$ cat src/reset_option_loader_defs.vh
// Offsets, field positions, reset values and timing counts for the reset option loader
`ifndef RESET_OPTION_LOADER_DEFS_VH
`define RESET_OPTION_LOADER_DEFS_VH

`define ADDR_WIDTH            8
`define REG_WATCHDOG_CONTROL  8'h3C
`define REG_FLASH_OPTION      8'h3D
`define REG_TEMP_SENSOR_CTL   8'h3E
`define REG_LOADER_STATUS     8'h3F

`define WDOG_RATE_LSB         0
`define WDOG_RATE_MSB         2
`define WDOG_WINDOW_BIT       7
`define OPT_WINDOW_BIT        3
`define OPT_SECURE_BIT        7
`define TEMP_VOLTAGE_ACCESS_SELECT_BIT         0

`define CFG_OPTION_ADDR       18'h3FF0E
`define CFG_SECURITY_ADDR     18'h3FF0F
`define FLASH_ADDR_WIDTH      18

`define WDOG_CONTROL_RESET    8'h00
`define FLASH_OPTION_RESET    8'hFF
`define TEMP_CTL_RESET        8'h00

`define FLASH_READ_LATENCY    2

`endif

$ cat src/reset_option_loader.v
// Reset-time configuration loader: stalls the processor, loads option byte, routes triggers
//
// Behaviour
// - The processor stays stalled after every reset until the configuration copy is done.
// - A double-bit fault seen while loading leaves protection and security forced on.
// - A program or erase command running at reset is aborted at once by an abort pulse.
// - The RAM arrays get no clear or init signal from reset.
// - The watchdog rate and window fields of watchdog_control are loaded from the option image.
// - The option image is filled from the configuration byte at the fixed flash address.
// - The initial watchdog rate is the bitwise inverse of the three low option bits.
// - The initial watchdog window mode is the inverse of option bit 3.
// - Converter trigger 0 is PWM channel 1 and converter trigger 1 is PWM channel 3.
// - An active background debug session is the converter's freeze condition.
// - The voltage access select bit picks bandgap or temperature sensor for channel 17.
// - Every reset returns all registers to reset values and restarts the load sequence.
`timescale 1ns/1ps
`include "reset_option_loader_defs.vh"

module reset_option_loader #(
    parameter READ_LATENCY = `FLASH_READ_LATENCY
) (
    // Clock and reset
    input  wire        clock,
    input  wire        rst_n,
    // Register port
    input  wire [7:0]  reg_addr,
    input  wire [7:0]  reg_wdata,
    input  wire        reg_write,
    input  wire        reg_read,
    output reg  [7:0]  reg_rdata,
    // Flash array read port
    output reg         flash_read,
    output reg  [17:0] flash_addr,
    input  wire [7:0]  flash_rdata,
    input  wire        flash_rvalid,
    input  wire        flash_double_fault,
    // Flash command control
    input  wire        flash_cmd_active,
    output wire        flash_cmd_abort,
    // Processor and protection
    output wire        cpu_stall,
    output reg         flash_protect_force,
    output reg         flash_secure_force,
    // Watchdog fields
    output wire [2:0]  watchdog_rate_select,
    output wire        watchdog_window_mode,
    // Converter connections
    input  wire [7:0]  pwm_channel,
    input  wire        background_debug_session,
    input  wire [9:0]  analog_in,
    input  wire        bandgap_voltage,
    input  wire        temp_sensor_voltage,
    output wire        conv_ext_trigger_0,
    output wire        conv_ext_trigger_1,
    output wire        conv_freeze,
    output wire        internal_channel_17,
    // Voltage access select
    output wire        voltage_access_select
);

////////////////////////////////////////////////////////////////////////////////
// Load sequencer

localparam ST_START   = 3'd0;
localparam ST_OPT_RD  = 3'd1;
localparam ST_OPT_WT  = 3'd2;
localparam ST_SEC_RD  = 3'd3;
localparam ST_SEC_WT  = 3'd4;
localparam ST_APPLY   = 3'd5;
localparam ST_DONE    = 3'd6;

reg [2:0] state;
reg [2:0] next_state;
reg [7:0] watchdog_control;
reg [7:0] flash_option_image;
reg [7:0] temp_sensor_control;
reg       load_fault;
reg       abort_armed;
reg [1:0] dbg_sync;
reg       next_flash_read;
reg [17:0] next_flash_addr;
reg [7:0] next_option_image;
reg [7:0] next_watchdog_control;
reg [7:0] next_temp_sensor_control;
reg       next_load_fault;
reg       next_protect_force;
reg       next_secure_force;
reg [7:0] next_rdata;
reg [7:0] loader_status;
wire      load_wait;
wire      load_answer;
wire      opt_answer;
wire      load_done;
wire      bus_write_open;

// Abort follows the command flag while reset holds and for one edge after it,
// so a command caught by reset is stopped before the loader touches the array
always @(posedge clock or negedge rst_n) begin
    if (!rst_n) begin
        abort_armed <= 1'b1;
    end else begin
        abort_armed <= 1'b0;
    end
end

assign flash_cmd_abort = abort_armed & flash_cmd_active;

always @* begin
    next_state = state;
    case (state)
        ST_START: begin
            next_state = ST_OPT_RD;
        end
        ST_OPT_RD: begin
            next_state = ST_OPT_WT;
        end
        ST_OPT_WT: begin
            if (flash_rvalid) begin
                next_state = ST_SEC_RD;
            end
        end
        ST_SEC_RD: begin
            next_state = ST_SEC_WT;
        end
        ST_SEC_WT: begin
            if (flash_rvalid) begin
                next_state = ST_APPLY;
            end
        end
        ST_APPLY: begin
            next_state = ST_DONE;
        end
        ST_DONE: begin
            // Only a reset leaves this state; software cannot restart the load
            next_state = ST_DONE;
        end
        default: begin
            next_state = ST_START;
        end
    endcase
end

// Requests decode the coming state so the pulse starts with that state
always @* begin
    next_flash_read = 1'b0;
    next_flash_addr = flash_addr;
    case (next_state)
        ST_OPT_RD: begin
            next_flash_read = 1'b1;
            next_flash_addr = `CFG_OPTION_ADDR;
        end
        ST_SEC_RD: begin
            next_flash_read = 1'b1;
            next_flash_addr = `CFG_SECURITY_ADDR;
        end
        default: begin
            next_flash_read = 1'b0;
        end
    endcase
end

always @(posedge clock or negedge rst_n) begin
    if (!rst_n) begin
        state      <= ST_START;
        flash_read <= 1'b0;
        flash_addr <= 18'h00000;
    end else begin
        state      <= next_state;
        flash_read <= next_flash_read;
        flash_addr <= next_flash_addr;
    end
end

// Answers outside the wait states are ignored
assign load_wait   = (state == ST_OPT_WT) || (state == ST_SEC_WT);
assign load_answer = load_wait && flash_rvalid;
assign opt_answer  = (state == ST_OPT_WT) && flash_rvalid;
assign load_done   = (state == ST_DONE);

// Stall lasts from reset until the watchdog fields are in place
assign cpu_stall = (state != ST_DONE);

////////////////////////////////////////////////////////////////////////////////
// Option image, watchdog fields and fault capture

// Option image: only the answer to the option read lands here
always @* begin
    next_option_image = flash_option_image;
    if (opt_answer) begin
        next_option_image = flash_rdata;
    end
end

always @(posedge clock or negedge rst_n) begin
    if (!rst_n) begin
        flash_option_image <= `FLASH_OPTION_RESET;
    end else begin
        flash_option_image <= next_option_image;
    end
end

// A fault on either read stays until the next reset
always @* begin
    next_load_fault = load_fault;
    if (load_answer && flash_double_fault) begin
        next_load_fault = 1'b1;
    end
end

always @(posedge clock or negedge rst_n) begin
    if (!rst_n) begin
        load_fault <= 1'b0;
    end else begin
        load_fault <= next_load_fault;
    end
end

// Uncorrectable faults leave the part locked rather than open
always @* begin
    next_protect_force = flash_protect_force;
    next_secure_force  = flash_secure_force;
    if (state == ST_APPLY) begin
        next_protect_force = load_fault;
        next_secure_force  = load_fault;
    end
end

always @(posedge clock or negedge rst_n) begin
    if (!rst_n) begin
        flash_protect_force <= 1'b0;
        flash_secure_force  <= 1'b0;
    end else begin
        flash_protect_force <= next_protect_force;
        flash_secure_force  <= next_secure_force;
    end
end

// Software writes are shut out while the processor is held
assign bus_write_open = reg_write && load_done;

// Watchdog fields take the inverted option bits on the same edge that lifts the stall
always @* begin
    next_watchdog_control = watchdog_control;
    if (state == ST_APPLY) begin
        next_watchdog_control[`WDOG_RATE_MSB:`WDOG_RATE_LSB] =
            ~flash_option_image[2:0];
        next_watchdog_control[`WDOG_WINDOW_BIT] =
            ~flash_option_image[`OPT_WINDOW_BIT];
    end
    if (bus_write_open && reg_addr == `REG_WATCHDOG_CONTROL) begin
        next_watchdog_control = reg_wdata;
    end
end

always @(posedge clock or negedge rst_n) begin
    if (!rst_n) begin
        watchdog_control <= `WDOG_CONTROL_RESET;
    end else begin
        watchdog_control <= next_watchdog_control;
    end
end

always @* begin
    next_temp_sensor_control = temp_sensor_control;
    if (bus_write_open && reg_addr == `REG_TEMP_SENSOR_CTL) begin
        next_temp_sensor_control = reg_wdata;
    end
end

always @(posedge clock or negedge rst_n) begin
    if (!rst_n) begin
        temp_sensor_control <= `TEMP_CTL_RESET;
    end else begin
        temp_sensor_control <= next_temp_sensor_control;
    end
end

assign watchdog_rate_select = watchdog_control[`WDOG_RATE_MSB:`WDOG_RATE_LSB];
assign watchdog_window_mode = watchdog_control[`WDOG_WINDOW_BIT];

////////////////////////////////////////////////////////////////////////////////
// Register read port

// Status, low bit first: done, fault, protection forced, security forced
// The upper nibble reads as zero
always @* begin
    loader_status = {4'h0, flash_secure_force, flash_protect_force, load_fault, ~cpu_stall};
end

// Read data stand for one cycle only, then fall back to zero
always @* begin
    next_rdata = 8'h00;
    if (reg_read) begin
        case (reg_addr)
            `REG_WATCHDOG_CONTROL: next_rdata = watchdog_control;
            `REG_FLASH_OPTION:     next_rdata = flash_option_image;
            `REG_TEMP_SENSOR_CTL:  next_rdata = temp_sensor_control;
            `REG_LOADER_STATUS:    next_rdata = loader_status;
            default:               next_rdata = 8'h00;
        endcase
    end
end

always @(posedge clock or negedge rst_n) begin
    if (!rst_n) begin
        reg_rdata <= 8'h00;
    end else begin
        reg_rdata <= next_rdata;
    end
end

////////////////////////////////////////////////////////////////////////////////
// Converter connections

// The debug flag comes from another clock; two flops before anything reads it
always @(posedge clock or negedge rst_n) begin
    if (!rst_n) begin
        dbg_sync <= 2'b00;
    end else begin
        dbg_sync <= {dbg_sync[0], background_debug_session};
    end
end

// Fixed wiring, not selectable by software; the converter does its own edge detection
localparam TRIG0_PWM_CHANNEL = 1;
localparam TRIG1_PWM_CHANNEL = 3;

assign conv_ext_trigger_0 = pwm_channel[TRIG0_PWM_CHANNEL];
assign conv_ext_trigger_1 = pwm_channel[TRIG1_PWM_CHANNEL];
assign conv_freeze = dbg_sync[1];
assign voltage_access_select = temp_sensor_control[`TEMP_VOLTAGE_ACCESS_SELECT_BIT];
// Analog levels pass straight through; the select only steers the mux
assign internal_channel_17 = voltage_access_select ? temp_sensor_voltage
                                                   : bandgap_voltage;

// RAM has no init port here by design; contents survive reset untouched
// Software must not rely on any RAM value after reset, nor on a word whose
// write was cut by the abort above

endmodule

$ cat config.mk
export PLATFORM = sky130hd
export DESIGN_NAME = reset_option_loader
export DESIGN_NICKNAME = d
export VERILOG_FILES = /design/src/reset_option_loader.v
export VERILOG_INCLUDE_DIRS = /design/src
export SDC_FILE = /design/constraint.sdc
export NUM_CORES = 1
export LEC_CHECK = 0
export ABC_CLOCK_PERIOD_IN_PS = 4450
export BUFFER_PORTS_ARGS = -buffer_cell sky130_fd_sc_hd__buf_4
export CAP_MARGIN = 0
export CORE_MARGIN = 2
export CORE_UTILIZATION = 51
export CTS_CLUSTER_SIZE = 25
export DETAILED_ROUTE_END_ITERATION = 12
export GPL_TIMING_DRIVEN = 0
export PLACE_DENSITY = 0.85
export SLEW_MARGIN = 15
export SYNTH_ARGS = -nofsm -noshare
export SYNTH_HDL_FRONTEND = slang
export SYNTH_SLANG_ARGS = --single-unit
export TNS_END_PERCENT = 50
$ cat constraint.sdc
create_clock -name clock -period 4.45 [get_ports clock]
set_clock_uncertainty 0.1 [all_clocks]
set_input_delay 0.6675 -clock clock [delete_from_list [all_inputs] [get_ports clock]]
set_output_delay 0.6675 -clock clock [all_outputs]
set_load 0.1 [all_outputs]
==> impl_metrics.ini <==
[run_status]
outcome = finished, final reports clean

[worst_setup_path]
r2r-start = state[0]$_DFF_PN0_
critPathArrivalTime_ps = 1540
cpPeakStageDelay_ps = 450
path_buf_inv = 3
crit_path_start_kind = flip-flop
cpMaxStageDelayCell = dfrtp_1
crit_chain = inv_1 > ha_1 > buf_4 > nand2_1 > buf_4
r2r_cells = 6
end_kind = output port
r2r-end = temp_sensor_control[1]$_DFFE_PN0P_
critPathRequiredTime_ps = 3680
worstSetupPathType = reg2out
worst_path_most_repeated_cell = buf_4
rrSetupSlack_ps = 2570
cp_max_fo = 8
critPathTopFamily = buffers and inverters

[finish]
drive_gt1_share_pct = 59.9
final_core_util_pct = 71.2
finalNetCount = 302
area_delta_synth_final_pct = 34.6
diodes = 0

[yosys]
ys_types = 33
synth_ff_type = dfrtp_1
synth_cells = 166
yosys_warnings = 0
synth_top_area_share_pct = 40.2
synth.top_cells.by_count = 34 x dfrtp_1, 26 x mux2_2, 24 x buf_4
synth-edff-count = 0
ys_seq_elements = 43
synth.largest_area_cell = dfrtp_1
synthTopCellsByArea = dfrtp_1 40%, mux2_2 14%, dfstp_2 11%
yosysMostFrequentCell = dfrtp_1
syn_area_mm2 = 0.00212
synth.avg_cell_area_um2 = 12.7
ys_async_sr_fraction_pct = 100
seq_area_frac_synth_pct = 51.4

[sta]
tightest_slew_ps = 533
finalSetupViolCount = 0
finalCriticalPeriod_ps = 2310
slew_headroom_pct = 64.5
holdWs_ps = 242
slew_viol_final = 0
timing.final.crit_share_pct = 51.9
setup_tns_ps = 0
rsz0062_at_grt = false
timing.fmax_ghz = 0.433
finalHoldViolations = 0

[power]
leakage_uw = 0.00144
p_total_uw = 1670
peakVddDrop_uv = 592
power.density_mw_per_mm2 = 585

[global_routing]
gr-total-overflow = 0
grt_max_degree = 44
grt_pass1_vias = 1336
grt_pass1_wl_um = 6240
antenna_found_initial = 0
grt.total_usage_pct = 18.7

[detailed_routing]
drtPass1Iterations = 4
wl_per_cell_um = 13.6
wl_um = 4050
via_count = 1412
drc_errors = 0
ant_nets = 0
via_per_inst = 4.75
drt-initial-drc-count = 46

[die]
design.die.area_mm2 = 0.00468
std_cell_rows = 23
die_h_um = 68.4
ioPinCount = 92
start_util_pct = 52.9
core_region_area_mm2 = 0.00400
die_x_um = 68.4

[placement]
port_buffers = 69
dp_hpwl_um = 2990
place_congestion = 0.818

[clock_tree]
clockBufferDepth = 2
h-tree-depth = 2
cts_hold_buf = 0
cts_tree = yes
clk_latency_ps = 290
cts_buffers = 5
cts-resized-gates = 0
cts_root_buffer = clkbuf_8
cts.sinks = 43
post-cts-setup-buffers = 0
path_clk_slew_ps = 90

[run]
maxCapViolCount = 0

[worst_hold_path]
worstHoldPathType = in2async
-- metrics by stage --
step	std cells	setup WS [ps]	area (µm²)
after global routing	297	2040	2850
after detailed placement	289	2420	2710
after floorplan	170	2100	2130
after CTS	297	2120	2850
final	297	2140	2850
after global placement	289	2430	2710
-- report_power, final --
| part | leakage [µW] | internal [µW] | total, µW | switching, µW |
|---|---|---|---|---|
| sequential | 0.000532 | 507 | 573 | 65.7 |
| clock | 0.0000644 | 224 | 358 | 134 |
| combinational | 0.000841 | 251 | 736 | 485 |
-- per-layer routing --
layer / vias up / part of all wire, % / track usage (%)
li1: 701 / - / -
met1: 666 / 42 / 23.3
met2: 41 / 51 / 31.5
met3: 4 / 6.0 / 4.77
met4: 0 / 0.87 / 6.75
met5: - / 0 / 0
-- worst max-delay path by stage --
stage / startpoint / depth (start not counted) / end / slack [ps]
final: state[0]$_DFF_PN0_ / 5 / cpu_stall / 2140
after detailed placement: temp_sensor_voltage / 3 / internal_channel_17 / 2420
after floorplan: temp_sensor_control[0]$_DFFE_PN0P_ / 1 / internal_channel_17 / 2100
after CTS: state[0]$_DFF_PN0_ / 5 / cpu_stall / 2120
after global placement: temp_sensor_voltage / 3 / internal_channel_17 / 2430
after global routing: state[0]$_DFF_PN0_ / 5 / cpu_stall / 2040
-- registers in the layout, indices dropped and copies added, names as in the netlist --
name and cells:
flash_addr 2, flash_read 1, load_fault 1, state 3, dbg_sync 2, watchdog_control 8
flash_option_image 8, abort_armed 1, temp_sensor_control 8, reg_rdata 8, flash_secure_force 1
-- layout make-up --
cell class / count / area [µm²]
clock inverter: 3 / 67.6
timing repair buffer: 69 / 518
tap: 50 / 62.6
sequential: 43 / 1090
clock buffer: 5 / 68.8
buffer: 26 / 190
inverter: 9 / 33.8
multi-input combinational: 92 / 820
fill: 306 / 1150
-- logic make-up (layout without fill, tap and decap cells) --
family / count (synthesis) / count (layout) / share of synthesized area [%]
DFF: 43 / 43 / 51.4
muxes: 37 / 37 / 20.8
buffers and inverters: 35 / 112 / 10.6
and+or+nand+nor: 34 / 34 / 10.9
AOI/OAI and AO/OA: 12 / 12 / 3.73
adders and majority gates: 4 / 4 / 2.37
other: 1 / 5 / 0.177
-- placed cells by master (no fill, tap or decap) --
master	instances
and4bb_1	1
a31o_2	1
nor2b_1	5
a32o_1	1
and2_1	1
clkinvlp_4	1
nor3b_1	1
mux2i_1	8
inv_1	9
o21a_1	1
and4_1	1
buf_4	93
conb_1	5
o21ai_0	1
dfrtp_1	34
nand2b_1	3
mux4_2	3
o21ai_1	1
dfstp_2	9
a211oi_1	1
o22ai_1	1
clkbuf_8	5
nor2_1	3
and4b_1	1
nand4_4	2
nand3b_1	1
a311oi_1	1
a21oi_1	4
or4b_1	1
or2_2	4
nand2_1	8
nand3_1	2
buf_2	2
ha_1	4
mux2_2	26
bufinv_16	2
Note: power is estimated with default switching activity, not from simulation.
